==> config.mk <==
export PLATFORM = sky130hd
export DESIGN_NAME = host_processor_port
export DESIGN_NICKNAME = d
export VERILOG_FILES = /design/src/logic/host_port_pkg.sv /design/src/logic/host_processor_port.sv /design/src/logic/pulse_stretch.sv
export SDC_FILE = /design/constraint.sdc
export NUM_CORES = 1
export LEC_CHECK = 0
export BUFFER_PORTS_ARGS = -buffer_cell sky130_fd_sc_hd__buf_2
export CORE_MARGIN = 1
export CORE_UTILIZATION = 50
export DETAILED_ROUTE_END_ITERATION = 10
export GPL_ROUTABILITY_DRIVEN = 0
export GPL_TIMING_DRIVEN = 0
export PLACE_DENSITY = 0.76
export SYNTH_ARGS = -nofsm -noshare
export SYNTH_HDL_FRONTEND = slang
export SYNTH_SLANG_ARGS = --single-unit
==> constraint.sdc <==
create_clock -name REF_CLK -period 7.95 [get_ports REF_CLK]
set_input_delay 0.3975 -clock REF_CLK [delete_from_list [all_inputs] [get_ports REF_CLK]]
set_output_delay 0.3975 -clock REF_CLK [all_outputs]
set_load 0.02 [all_outputs]
==> src/logic/host_port_pkg.sv <==
// Purpose: Constants and types shared by the parallel host port
// Assumes: Single clock at 100 MHz
// Notes: Pulse length of the new data interrupt is loaded from a port
package host_port_pkg;
    localparam int DATA_W = 16;
    localparam int ADDR_W = 3;
    localparam int ADDR_USED_W = 2;
    localparam int PULSE_W = 8;
    localparam logic [15:0] HOLD_RESET = 16'h0000;
    localparam logic [7:0] PULSE_LEN_RESET = 8'h01;
    localparam logic [7:0] PULSE_COUNT_ZERO = 8'h00;
    localparam logic [7:0] PULSE_COUNT_ONE = 8'h01;
    // Idle pins after reset: mode low, select, write and read strobes high, transfer select low
    localparam logic [4:0] CTL_IDLE = 5'h0E;

    typedef enum logic [1:0] {
        ST_IDLE = 2'b00,
        ST_WRITE = 2'b01,
        ST_READ = 2'b10
    } access_state_type;
endpackage

==> src/logic/host_processor_port.sv <==
// Purpose: Parallel 16-bit host port with two strobe protocols and an interrupt pulse
// Assumes: Host pins arrive asynchronously and are synchronised to REF_CLK
// Notes: Read data comes from the core on READ_DATA for the address on TARGET_ADDR
//
// Summary of operation
// - Host data bus is 16 bits, bidirectional, bit 15 most significant.
// - Address is three bits; bit 2 is reserved and ignored.
// - Mode low: write strobe rising edge with select low performs the write transfer.
// - Mode high, direction low: data strobe rising edge performs the write transfer.
// - Mode high, direction high: drive read data while data strobe is low.
// - Mode low: drive read data only while read strobe and select are low.
// - Mode pin selects protocol; an undriven pin means separate strobes.
// - New channel data pulses the interrupt for a programmable number of clocks.
`timescale 1ns/10ps
module host_processor_port
    import host_port_pkg::*;
#(
    parameter int DW = DATA_W
) (
    input wire logic REF_CLK,
    input wire logic SYS_RST,
    input wire logic [DW-1:0] P_IN,
    output logic [DW-1:0] P_OUT,
    output logic P_OE,
    input wire logic [ADDR_W-1:0] ADD,
    input wire logic WR_N,
    input wire logic RD_N,
    input wire logic CE_N,
    input wire logic UP_MODE,
    input wire logic XFER_SEL,
    output logic [DW-1:0] HOLD_DATA,
    output logic [ADDR_USED_W-1:0] TARGET_ADDR,
    output logic HOLD_LOAD,
    output logic TARGET_WRITE,
    input wire logic [DW-1:0] READ_DATA,
    output logic READ_ACTIVE,
    input wire logic NEW_DATA,
    input wire logic [PULSE_W-1:0] PULSE_LEN,
    output logic NEW_DATA_INTERRUPT
);
    // Only the 16-bit bus is served, and at least one address bit must be reserved
    if (DW != DATA_W) begin : g_dw_check
        $error("host_processor_port DW must equal 16");
    end
    if (ADDR_W <= ADDR_USED_W) begin : g_addr_check
        $error("host_processor_port needs at least one reserved address bit");
    end

    // Low while the write strobe of the protocol is active; combined mode needs direction low
    function automatic logic write_strobe_n(input logic mode, input logic wr_n, input logic rd_n);
        if (mode) begin
            return wr_n | rd_n;
        end else begin
            return wr_n;
        end
    endfunction

    // High while the read conditions of the protocol hold; select low is needed in both
    function automatic logic read_request(input logic mode, input logic ce_n, input logic wr_n, input logic rd_n);
        if (mode) begin
            return ~wr_n & rd_n & ~ce_n;
        end else begin
            return ~rd_n & ~ce_n;
        end
    endfunction

    // Reserved top address bit is dropped here
    function automatic logic [ADDR_USED_W-1:0] target_of(input logic [ADDR_W-1:0] a);
        return a[ADDR_USED_W-1:0];
    endfunction

    // Two-stage synchronisers; stage one feeds only stage two
    logic [DW-1:0] p_s1_q;
    logic [DW-1:0] p_s2_q;
    logic [ADDR_W-1:0] add_s1_q;
    logic [ADDR_W-1:0] add_s2_q;
    logic [4:0] ctl_s1_q;
    logic [4:0] ctl_s2_q;
    logic [4:0] ctl_raw;

    // Pulled-down pin: an undriven mode reads low, the separate-strobe protocol
    assign ctl_raw = {UP_MODE, CE_N, WR_N, RD_N, XFER_SEL};

    // Bus bits may skew; they are used only after the strobe edge has passed the same depth
    always_ff @(posedge REF_CLK or posedge SYS_RST) begin
        if (SYS_RST) begin
            p_s1_q <= HOLD_RESET;
            p_s2_q <= HOLD_RESET;
        end else begin
            p_s1_q <= P_IN;
            p_s2_q <= p_s1_q;
        end
    end

    // Address has the same timing as select, so it settles with the strobes
    always_ff @(posedge REF_CLK or posedge SYS_RST) begin
        if (SYS_RST) begin
            add_s1_q <= '0;
            add_s2_q <= '0;
        end else begin
            add_s1_q <= ADD;
            add_s2_q <= add_s1_q;
        end
    end

    // Control resets to the idle pin levels so no false strobe edge follows reset
    always_ff @(posedge REF_CLK or posedge SYS_RST) begin
        if (SYS_RST) begin
            ctl_s1_q <= CTL_IDLE;
            ctl_s2_q <= CTL_IDLE;
        end else begin
            ctl_s1_q <= ctl_raw;
            ctl_s2_q <= ctl_s1_q;
        end
    end

    logic mode_s, ce_n_s, wr_n_s, rd_n_s, sel_s;
    assign {mode_s, ce_n_s, wr_n_s, rd_n_s, sel_s} = ctl_s2_q;

    // Strobe that ends a write and the level that marks a read, per protocol
    logic wr_strobe_n;
    logic rd_req;
    assign wr_strobe_n = write_strobe_n(mode_s, wr_n_s, rd_n_s);
    assign rd_req = read_request(mode_s, ce_n_s, wr_n_s, rd_n_s);

    access_state_type state_q, state_d;
    logic [DW-1:0] hold_q, hold_d;
    logic [ADDR_USED_W-1:0] addr_q, addr_d;
    logic [DW-1:0] rdata_q, rdata_d;
    logic load_q, load_d;
    logic twr_q, twr_d;
    logic oe_q, oe_d;

    always_comb begin
        state_d = state_q;
        hold_d = hold_q;
        addr_d = addr_q;
        rdata_d = rdata_q;
        load_d = 1'b0;
        twr_d = 1'b0;
        oe_d = 1'b0;
        unique case (state_q)
            ST_IDLE: begin
                // Strobes with select high are ignored
                if (!ce_n_s && !wr_strobe_n) begin
                    state_d = ST_WRITE;
                end else if (rd_req) begin
                    // Address taken on entry so the first driven word is already the right one
                    addr_d = target_of(add_s2_q);
                    state_d = ST_READ;
                end
            end
            ST_WRITE: begin
                // Address sampled at the rising strobe edge, data too when transfer select is low
                if (wr_strobe_n) begin
                    state_d = ST_IDLE;
                    addr_d = target_of(add_s2_q);
                    if (sel_s) begin
                        twr_d = 1'b1;
                    end else begin
                        hold_d = p_s2_q;
                        load_d = 1'b1;
                    end
                end
            end
            ST_READ: begin
                // Core data is followed every cycle, so a register that changes is seen live
                if (rd_req) begin
                    addr_d = target_of(add_s2_q);
                    rdata_d = READ_DATA;
                    oe_d = 1'b1;
                end else begin
                    state_d = ST_IDLE;
                end
            end
            default: begin
                state_d = ST_IDLE;
            end
        endcase
    end

    always_ff @(posedge REF_CLK or posedge SYS_RST) begin
        if (SYS_RST) begin
            state_q <= ST_IDLE;
            hold_q <= HOLD_RESET;
            addr_q <= '0;
            rdata_q <= HOLD_RESET;
            load_q <= 1'b0;
            twr_q <= 1'b0;
            oe_q <= 1'b0;
        end else begin
            state_q <= state_d;
            hold_q <= hold_d;
            addr_q <= addr_d;
            rdata_q <= rdata_d;
            load_q <= load_d;
            twr_q <= twr_d;
            oe_q <= oe_d;
        end
    end

    // Bus drive is gated by the live synchronised request so it drops promptly
    assign P_OE = oe_q & rd_req;
    assign P_OUT = rdata_q;
    assign HOLD_DATA = hold_q;
    assign TARGET_ADDR = addr_q;
    assign HOLD_LOAD = load_q;
    assign TARGET_WRITE = twr_q;
    assign READ_ACTIVE = (state_q == ST_READ);

    // A retrigger restarts the count, so back-to-back events merge into one pulse
    pulse_stretch #(
        .WIDTH(PULSE_W)
    ) irq_stretch (
        .clk(REF_CLK),
        .rst(SYS_RST),
        .trigger(NEW_DATA),
        .length(PULSE_LEN),
        .pulse(NEW_DATA_INTERRUPT)
    );
endmodule // host_processor_port

==> src/logic/pulse_stretch.sv <==
// Purpose: Stretch a one-cycle event into a pulse of programmable length
// Assumes: Length is held stable between events
// Notes: A new event during a pulse restarts the count
`timescale 1ns/10ps
module pulse_stretch
    import host_port_pkg::*;
#(
    parameter int WIDTH = PULSE_W
) (
    input wire logic clk,
    input wire logic rst,
    input wire logic trigger,
    input wire logic [WIDTH-1:0] length,
    output logic pulse
);
    if (WIDTH < 1) begin : g_width_check
        $error("pulse_stretch WIDTH must be at least 1");
    end

    logic [WIDTH-1:0] count_q;
    logic [WIDTH-1:0] count_d;

    always_comb begin
        count_d = count_q;
        if (trigger) begin
            // Zero length still gives one cycle so the event is never lost
            count_d = (length == '0) ? WIDTH'(1) : length;
        end else if (count_q != '0) begin
            count_d = count_q - WIDTH'(1);
        end
    end

    always_ff @(posedge clk or posedge rst) begin
        if (rst) begin
            count_q <= '0;
        end else begin
            count_q <= count_d;
        end
    end

    assign pulse = (count_q != '0);
endmodule // pulse_stretch

==> results of run 1 <==
## cell type report
class | instances | area share [%]
plain buffers | 4 | 0.997
clock buffers | 12 | 3.86
clock inverters | 4 | 0.810
inverters | 6 | 0.623
multi-input cells | 92 | 21.5
flip-flops and latches | 93 | 58.1
well taps | 77 | 2.40
repair buffers | 89 | 11.7
## layer usage
metal	part of all wire (%)	track usage, %	wire [um]	vias to the layer above
met5	0	0	0	-
met3	6.1	4.51	322	9
li1	-	-	-	865
met2	49	27.0	2580	70
met1	43	20.4	2280	919
met4	1.5	8.10	78	0
## where the power goes
group	switching, W	internal (W)
registers	0.0000347	0.000538
clock network	0.000159	0.000133
logic	0.000119	0.000104
## worst max path at each step
| stage | endpoint | slack [ps] | cells past startpoint |
|---|---|---|---|
| final | NEW_DATA_INTERRUPT | 5690 | 7 |
| after global routing | NEW_DATA_INTERRUPT | 5570 | 7 |
| after CTS | NEW_DATA_INTERRUPT | 5690 | 7 |
| after detailed placement | P_OUT[5]$_DFFE_PP0P_ | 6030 | 5 |
| after global placement | irq_stretch.count_q[4]$_DFFE_PP0P_ | 4230 | 2 |
| after floorplan | HOLD_DATA[0]$_DFFE_PP0P_ | 5140 | 1 |
## cells by family after synthesis
group                      synth area share, %
adders and majority gates                0.767
buffers and inverters                     1.92
muxes                                     15.5
xor gates and xnor gates                  1.34
AOI/OAI and AO/OA                         2.57
and+or+nand+nor                           6.33
DFF                                       71.6
## metrics by stage
step / hold WS [ps] / cells / setup slack (ps)
after CTS: 34.6 / 377 / 5690
after floorplan: 331 / 195 / 5140
final: 36.0 / 377 / 5690
after global placement: 332 / 360 / 4230
after global routing: 56.1 / 377 / 5570
after detailed placement: 335 / 361 / 6030
## synth_stat cells (all sizes together), types with 3 or more instances
| cell | count |
|---|---|
| nor2 | 5 |
| nor4 | 4 |
| a21oi | 3 |
| nor3 | 4 |
| buf | 3 |
| o21ai | 3 |
| inv | 6 |
| o31ai | 4 |
| dfstp | 6 |
| dfrtp | 87 |
| nand2 | 9 |
| xnor2 | 4 |
| mux2 | 37 |
| nor3b | 3 |
## registers in the layout, summed over array words and instances (netlist names)
| name | flops |
|---|---|
| add_s2_q | 2 |
| p_s1_q | 16 |
| state_q | 2 |
| P_OUT | 16 |
| ctl_s2_q | 5 |
| HOLD_LOAD | 1 |
| oe_q | 1 |
| TARGET_ADDR | 2 |
| ctl_s1_q | 5 |
| p_s2_q | 16 |
| TARGET_WRITE | 1 |
| add_s1_q | 2 |
| irq_stretch.count_q | 8 |
| HOLD_DATA | 16 |
==> impl_metrics.csv, run 1 <==
group,metric,value,unit
outcome,status,"complete, no violations",
sta,rsz0062_at_grt,"no",
synth,yosysTopAreaCell,"dfrtp_1",
sta,timing.final.crit_share,28.4,%
power_and_ir_drop,vdd_ir_drop_max,0.147,mV
global_route,track_usage,16.6,%
hold_path,worstHoldPathType,"input port to async pin",
layout,multi_input_area,863,um2
detailed_routing,num_vias,1863,
power_and_ir_drop,p_per_area,271,nW/um2
synth,ys_warn_count,0,
clock_network,cts_made_buffers,9,
place,hpwlAfterDp,3.67,mm
layout,diodes,0,
floorplanning,fp.dieH,82.8,um
synth,syn_inst,195,
worst_setup_path,timing.rr.start,"ctl_s2_q[1]$_DFF_PP1_",
global_route,grt_max_degree,67,
clock_network,clk_path_buf_depth,2,
run,cap_violations,0,
global_route,grt-ovfl-total,0,
synth,synth.area.top_cells,"dfrtp_1 67%, mux2_4 8.3%, mux2_2 6.6%",
synth,ys_types,34,
worst_setup_path,crit_arrival,1860,ps
place,place_area,3830,um2
clock_network,cts_sinks,93,
floorplanning,core.rowCount,29,
floorplanning,die_w,82.8,um
clock_network,cts.clk_slew.worst_paths,80,ps
sta,worstMarginPinSlew,657,ps
floorplanning,io-pin-count,90,
synth,ys_seq_area_share,71.6,%
layout,finalNetCount,348,
worst_setup_path,reg2reg_to,"P_OUT[5]$_DFFE_PP0P_",
clock_network,ctsHoldBuffers,0,
synth,synthArstFlopShare,100,%
sta,tns,0,ps
floorplanning,die_area,6850,um2
place,io_buffers,88,
detailed_routing,antenna_left,0,
synth,syn-cell-area,3260,um2
floorplanning,start_util,51.6,%
sta,timing.final.crit_period,2260,ps
worst_setup_path,path_max_fanout,6,
sta,drv_slew,0,
detailed_routing,wl,5.26,mm
synth,synth_top_area_share,66.8,%
worst_setup_path,reg2regPathDepth,5,
layout,final_common_cell,"buf_2",
layout,area_growth_syn_to_layout,23.1,%
sta,relSlewSlack,55.8,%
global_route,grt_pass1_vias,1747,
detailed_routing,firstDrtPassIters,4,
synth,synth_flop_cell,"dfrtp_1",
worst_setup_path,cp_top_family,"buffers and inverters",
layout,most-common-layout-cells,"89 x buf_2, 87 x dfrtp_1, 19 x mux2_2",
worst_setup_path,cp-startpoint,"irq_stretch.count_q[0]$_DFFE_PP0P_",
sta,fin_skew,11.2,ps
clock_network,clockRootBuffer,"clkbuf_8",
worst_setup_path,crit_buf_inv,4,
synth,synth-edff-count,0,
power_and_ir_drop,p_leak,1.97,nW
power_and_ir_drop,p_total,0.00109,W
clock_network,ctsResizeCount,0,
worst_setup_path,critPathRequiredTime,7550,ps
synth,synth-seq-cells,93,
floorplanning,core,6310,um2
layout,regArea,2330,um2
worst_setup_path,cpPeakStageDelay,380,ps
layout,drive_gt1_share,52.0,%
synth,syn_avg_cell_area,16.7,um2
global_route,antenna_found_initial,0,
sta,setup_viol,0,
sta,fmax,443,MHz
detailed_routing,via_per_inst,4.94,
global_route,grt_pass1_wl,8.04,mm
worst_setup_path,endpoint_kind,"primary output",
layout,utilization,63.6,%
layout,fillers,490,
worst_setup_path,cp_slowest_cell,"dfrtp_1",
clock_network,clk_latency,350,ps
clock_network,htree_num_levels,3,
clock_network,cts_tree,"yes",
detailed_routing,drt_iter0_drc,89,
worst_setup_path,cp_cell_sequence,"inv_1 > ha_1 > nor3b_1 > and2_1 > buf_2 > inv_1 > buf_2",
worst_setup_path,crit_type,"flop to primary output",
sta,hold_viol_final,0,
worst_setup_path,startpoint_type,"flop",
synth,syn-num-nets,248,
detailed_routing,drc,0,
layout,final_area,4020,um2
worst_setup_path,rrSetupSlack,6030,ps
clock_network,post_cts_buffers,0,
detailed_routing,routedWlPerCell,13.9,um
Note: power is estimated with default switching activity, not from simulation.
==> inputs of run 2 (changes only) <==
==> constraint.sdc (replaced) <==
create_clock -name REF_CLK -period 2.2 [get_ports REF_CLK]
set_input_delay 0.11 -clock REF_CLK [delete_from_list [all_inputs] [get_ports REF_CLK]]
set_output_delay 0.11 -clock REF_CLK [all_outputs]
set_load 0.02 [all_outputs]
==> impl_metrics.csv, run 2 (synthesis results as in run 1) <==
group,metric,value,unit
worst_setup_path,crit_arrival,1840,ps
place,io_buffers,88,
detailed_routing,firstDrtPassIters,4,
floorplanning,die_w,82.8,um
power_and_ir_drop,internal_power,0.00283,W
power_and_ir_drop,p_leak,2.16,nW
layout,final_common_cell,"buf_2",
global_route,grt_pass1_vias,2015,
detailed_routing,antenna_left,0,
global_route,track_usage,18.9,%
power_and_ir_drop,swShare,28.4,%
detailed_routing,drc,0,
worst_setup_path,startpoint_type,"flop",
outcome,status,"complete, no violations",
clock_network,cts_tree,"yes",
power_and_ir_drop,p_clk_share,25.3,%
layout,diodes,0,
sta,worst_hold_slack,12.5,ps
clock_network,ctsResizeCount,0,
floorplanning,core,6310,um2
global_route,grt_max_degree,42,
detailed_routing,wl,5.73,mm
hold_path,whs_endpoint,"irq_stretch.count_q[5]$_DFFE_PP0P_",
worst_setup_path,crit_type,"flop to primary output",
sta,relSlewSlack,58.2,%
sta,setup_viol,0,
clock_network,cts_sinks,93,
global_route,grt_pass1_wl,9.16,mm
clock_network,post_cts_buffers,0,
sta,timing.final.crit_period,1950,ps
power_and_ir_drop,pwr-share-comb,22.2,%
sta,fin_skew,12.0,ps
power_and_ir_drop,power_frac_seq,52.5,%
clock_network,ctsHoldBuffers,44,
sta,rsz0062_at_grt,"no",
sta,fmax,513,MHz
layout,area_growth_syn_to_layout,37.4,%
floorplanning,start_util,51.6,%
worst_setup_path,endpoint_kind,"primary output",
sta,worstMarginPinSlew,622,ps
power_and_ir_drop,p_per_area,881,nW/um2
hold_path,whs_path_depth,2,
floorplanning,core.rowCount,29,
worst_setup_path,rrSetupSlack,270,ps
worst_setup_path,reg2regPathDepth,5,
sta,timing.final.crit_share,88.6,%
layout,fillers,437,
detailed_routing,num_vias,2018,
sta,hold_viol_final,0,
detailed_routing,drt_iter0_drc,34,
clock_network,clk_path_buf_depth,2,
clock_network,cts.clk_slew.worst_paths,80,ps
clock_network,cts_made_buffers,9,
detailed_routing,routedWlPerCell,13.5,um
floorplanning,fp.dieH,82.8,um
global_route,grt-ovfl-total,0,
worst_setup_path,timing.rr.start,"ctl_s2_q[1]$_DFF_PP1_",
floorplanning,die_area,6850,um2
worst_setup_path,critPathRequiredTime,2090,ps
layout,most-common-layout-cells,"89 x buf_2, 87 x dfrtp_1, 46 x dlygate4sd3_1",
power_and_ir_drop,vdd_ir_drop_max,0.583,mV
layout,utilization,71.0,%
worst_setup_path,path_max_fanout,6,
clock_network,clockRootBuffer,"clkbuf_8",
hold_path,hp-start,"NEW_DATA",
detailed_routing,via_per_inst,4.76,
clock_network,htree_num_levels,3,
layout,finalNetCount,395,
run,cap_violations,0,
hold_path,worstHoldPathType,"input port to flop",
place,hpwlAfterDp,3.68,mm
layout,drive_gt1_share,45.0,%
global_route,antenna_found_initial,0,
power_and_ir_drop,p_sw,0.00112,W
floorplanning,io-pin-count,90,
worst_setup_path,reg2reg_to,"P_OUT[0]$_DFFE_PP0P_",
sta,drv_slew,0,
clock_network,clk_latency,350,ps
sta,tns,0,ps
run 2: worst max-delay path, stage by stage, from the launching register on:
cell and delay [ps]:
dfrtp_1 390, inv_1 110, ha_1 170, nor3b_1 250, and2_1 160, buf_2 170, inv_1 80, buf_2 160
run 2: how the worst max path moves through the flow:
| stage | slack (ps) | start | to |
|---|---|---|---|
| 6_report | 250 | irq_stretch.count_q[0]$_DFFE_PP0P_ | NEW_DATA_INTERRUPT |
| 5_1_grt | 90 | irq_stretch.count_q[0]$_DFFE_PP0P_ | NEW_DATA_INTERRUPT |
| 4_1_cts | 220 | irq_stretch.count_q[0]$_DFFE_PP0P_ | NEW_DATA_INTERRUPT |
| 3_5_place_dp | 270 | ctl_s2_q[1]$_DFF_PP1_ | P_OUT[6]$_DFFE_PP0P_ |
| 3_3_place_gp | 310 | ctl_s2_q[1]$_DFF_PP1_ | P_OUT[3]$_DFFE_PP0P_ |
| 2_1_floorplan | 440 | ctl_s2_q[1]$_DFF_PP1_ | P_OUT[0]$_DFFE_PP0P_ |
run 2: cell type report:
class,instances,area (um2),area share (%)
sequential,93,2330,52.1
timing repair buffer,136,941,21.0
buffer,4,40.0,0.894
multi-input combinational,92,863,19.3
clock inverter,4,33.8,0.754
inverter,6,26.3,0.586
tap,77,96.3,2.15
clock buffer,12,145,3.24
run 2: per-stage QoR:
stage | setup WS (ps) | total power, W | instance area, um2 | instances
CTS | 222 | 0.00398 | 4460 | 422
global placement | 312 | 0.00288 | 3800 | 360
floorplan | 438 | 0.00262 | 3260 | 195
global route | 93.5 | 0.00417 | 4480 | 424
detailed placement | 272 | 0.00292 | 3840 | 362
finish | 250 | 0.00395 | 4480 | 424
run 2: per-layer routing:
layer | GRT usage (%) | vias up | routed length (um)
li1 | - | 971 | -
met1 | 22.7 | 979 | 2430
met2 | 32.1 | 62 | 2920
met3 | 5.27 | 6 | 302
met4 | 7.24 | 0 | 78
met5 | 0 | - | 0
run 2: power by group through the flow:
stage | sequential (W) | combinational [W] | clock, W
after floorplan | 0.00230 | 0.000323 | 0
after global placement | 0.00209 | 0.000789 | 0
after detailed placement | 0.00210 | 0.000814 | 0
after CTS | 0.00207 | 0.000878 | 0.00104
after global routing | 0.00210 | 0.000961 | 0.00111
final | 0.00207 | 0.000876 | 0.000998
==> inputs of run 3 (changes only) <==
--- a/config.mk
+++ b/config.mk
@@ -5,13 +5,13 @@
 export SDC_FILE = /design/constraint.sdc
 export NUM_CORES = 1
 export LEC_CHECK = 0
-export BUFFER_PORTS_ARGS = -buffer_cell sky130_fd_sc_hd__buf_2
 export CORE_MARGIN = 1
 export CORE_UTILIZATION = 50
 export DETAILED_ROUTE_END_ITERATION = 10
+export DONT_BUFFER_PORTS = 1
 export GPL_ROUTABILITY_DRIVEN = 0
 export GPL_TIMING_DRIVEN = 0
-export PLACE_DENSITY = 0.76
+export PLACE_DENSITY = 0.64
 export SYNTH_ARGS = -nofsm -noshare
 export SYNTH_HDL_FRONTEND = slang
 export SYNTH_SLANG_ARGS = --single-unit
==> impl_metrics.csv, run 3 (synthesis results as in run 1) <==
group,metric,value,unit
power_and_ir_drop,p_sw,0.00114,W
detailed_routing,num_vias,1723,
outcome,status,"complete, no violations",
power_and_ir_drop,pwr-share-comb,11.8,%
global_route,grt_max_degree,38,
global_route,grt_pass1_wl,8.52,mm
place,place_area,3400,um2
layout,final_common_cell,"dfrtp_1",
power_and_ir_drop,internal_power,0.00270,W
sta,relSlewSlack,50.7,%
sta,drv_slew,0,
global_route,grt_pass1_vias,1819,
worst_setup_path,cpPeakStageDelay,550,ps
clock_network,ctsResizeCount,0,
detailed_routing,drt_iter0_drc,82,
worst_setup_path,cp_cell_sequence,"inv_1 > ha_1 > nor3b_1 > and2_1 > buf_2 > o31ai_1 > dlygate4sd3_1",
floorplanning,die_area,6850,um2
floorplanning,start_util,51.6,%
sta,tns,0,ps
detailed_routing,drc,0,
worst_setup_path,crit_type,"flop to flop",
clock_network,cts_sinks,93,
global_route,grt-ovfl-total,0,
clock_network,clockRootBuffer,"clkbuf_8",
clock_network,clk_latency,350,ps
sta,rsz0062_at_grt,"no",
worst_setup_path,path_max_fanout,6,
clock_network,cts_tree,"yes",
sta,hold_viol_final,0,
floorplanning,core.rowCount,29,
worst_setup_path,endpoint_kind,"flop",
clock_network,cts_made_buffers,9,
worst_setup_path,startpoint_type,"flop",
power_and_ir_drop,p_total,0.00384,W
worst_setup_path,cp_top_family,"buffers and inverters",
sta,timing.final.crit_period,2010,ps
global_route,antenna_found_initial,0,
floorplanning,core,6310,um2
detailed_routing,wl,5.39,mm
sta,fmax,497,MHz
layout,area_growth_syn_to_layout,25.2,%
hold_path,worstHoldPathType,"input port to flop",
layout,diodes,0,
global_route,track_usage,17.7,%
power_and_ir_drop,power_frac_seq,60.3,%
layout,drive_gt1_share,26.7,%
power_and_ir_drop,swShare,29.6,%
power_and_ir_drop,p_leak,1.81,nW
floorplanning,fp.dieH,82.8,um
detailed_routing,firstDrtPassIters,4,
worst_setup_path,crit_arrival,2250,ps
layout,fillers,467,
layout,most-common-layout-cells,"87 x dfrtp_1, 49 x dlygate4sd3_1, 19 x mux2_2",
worst_setup_path,crit_buf_inv,3,
detailed_routing,via_per_inst,5.08,
worst_setup_path,critPathRequiredTime,2440,ps
power_and_ir_drop,p_per_area,940,nW/um2
sta,setup_viol,0,
floorplanning,io-pin-count,90,
run,cap_violations,0,
clock_network,clk_path_buf_depth,2,
layout,final_area,4080,um2
floorplanning,die_w,82.8,um
clock_network,htree_num_levels,3,
clock_network,cts.clk_slew.worst_paths,90,ps
power_and_ir_drop,vdd_ir_drop_max,0.737,mV
layout,finalNetCount,310,
sta,timing.final.crit_share,91.5,%
worst_setup_path,cp_slowest_cell,"dlygate4sd3_1",
sta,fin_skew,9.69,ps
detailed_routing,antenna_left,0,
power_and_ir_drop,p_clk_share,27.9,%
detailed_routing,routedWlPerCell,15.9,um
place,io_buffers,0,
sta,worstMarginPinSlew,738,ps
place,hpwlAfterDp,3.54,mm
==> run 3: worst paths after layout <==
check	start	to	slack (ps)	depth (start not counted)
worst max-delay path	irq_stretch.count_q[0]$_DFFE_PP0P_	irq_stretch.count_q[5]$_DFFE_PP0P_	190	7
worst max register to register	irq_stretch.count_q[0]$_DFFE_PP0P_	irq_stretch.count_q[5]$_DFFE_PP0P_	190	7
worst min register to register	p_s1_q[2]$_DFF_PP0_	p_s2_q[2]$_DFF_PP0_	350	0
max in group asynchronous	SYS_RST	ctl_s2_q[3]$_DFF_PP1_	1060	4
worst min-delay path	PULSE_LEN[2]	irq_stretch.count_q[0]$_DFFE_PP0P_	80	3
min in group asynchronous	SYS_RST	p_s1_q[10]$_DFF_PP0_	290	2
==> run 3: cell type report <==
type / instances / area (um2) / share of cell area (%)
Buffer: 4 / 40.0 / 0.980
Clock inverter: 6 / 55.1 / 1.35
Multi-Input combinational cell: 92 / 863 / 21.1
Timing Repair Buffer: 51 / 531 / 13.0
Clock buffer: 10 / 138 / 3.37
Inverter: 6 / 26.3 / 0.643
Sequential cell: 93 / 2330 / 57.2
Tap cell: 77 / 96.3 / 2.36
==> run 3: layer usage <==
layer  part of all wire, %  routed length [um]  global-route usage, %  vias up
met2                    51                2730                   28.7       72
li1                      -                   -                      -      799
met1                    40                2180                   20.9      840
met5                     0                   0                      0        -
met4                   2.3                 124                   10.2        0
met3                   6.6                 355                   5.05       12
==> run 3: power groups by stage <==
stage / registers [W] / clock network, W / logic, W
floorplan: 0.00230 / 0 / 0.000323
global placement: 0.00234 / 0 / 0.000349
detailed placement: 0.00235 / 0 / 0.000382
CTS: 0.00232 / 0.00110 / 0.000460
global route: 0.00236 / 0.00118 / 0.000500
finish: 0.00232 / 0.00107 / 0.000454
==> run 3: tightest hold or removal path, delay by kind of cell <==
| family | cells | cell delay (ps) |
|---|---|---|
| AO/OA/AOI/OAI | 2 | 240 |
| AND/OR/NAND/NOR | 1 | 30 |
==> run 3: what timing repair did <==
item                                   in CTS  in global routing
buffers inserted                            0                  0
endpoints found under the hold margin      71                  0
hold buffers                               49                  0
==> run 3: per-stage QoR <==
step | utilization [%] | cells | hold WS [ps] | worst slack (ps)
final | 64.7 | 339 | 79.5 | 187
after global routing | 64.7 | 339 | 114 | 77.7
after CTS | 64.7 | 339 | 52.5 | 183
after detailed placement | 53.9 | 274 | 50.8 | 252
after global placement | 53.2 | 272 | 115 | 310
after floorplan | - | 195 | 114 | 438
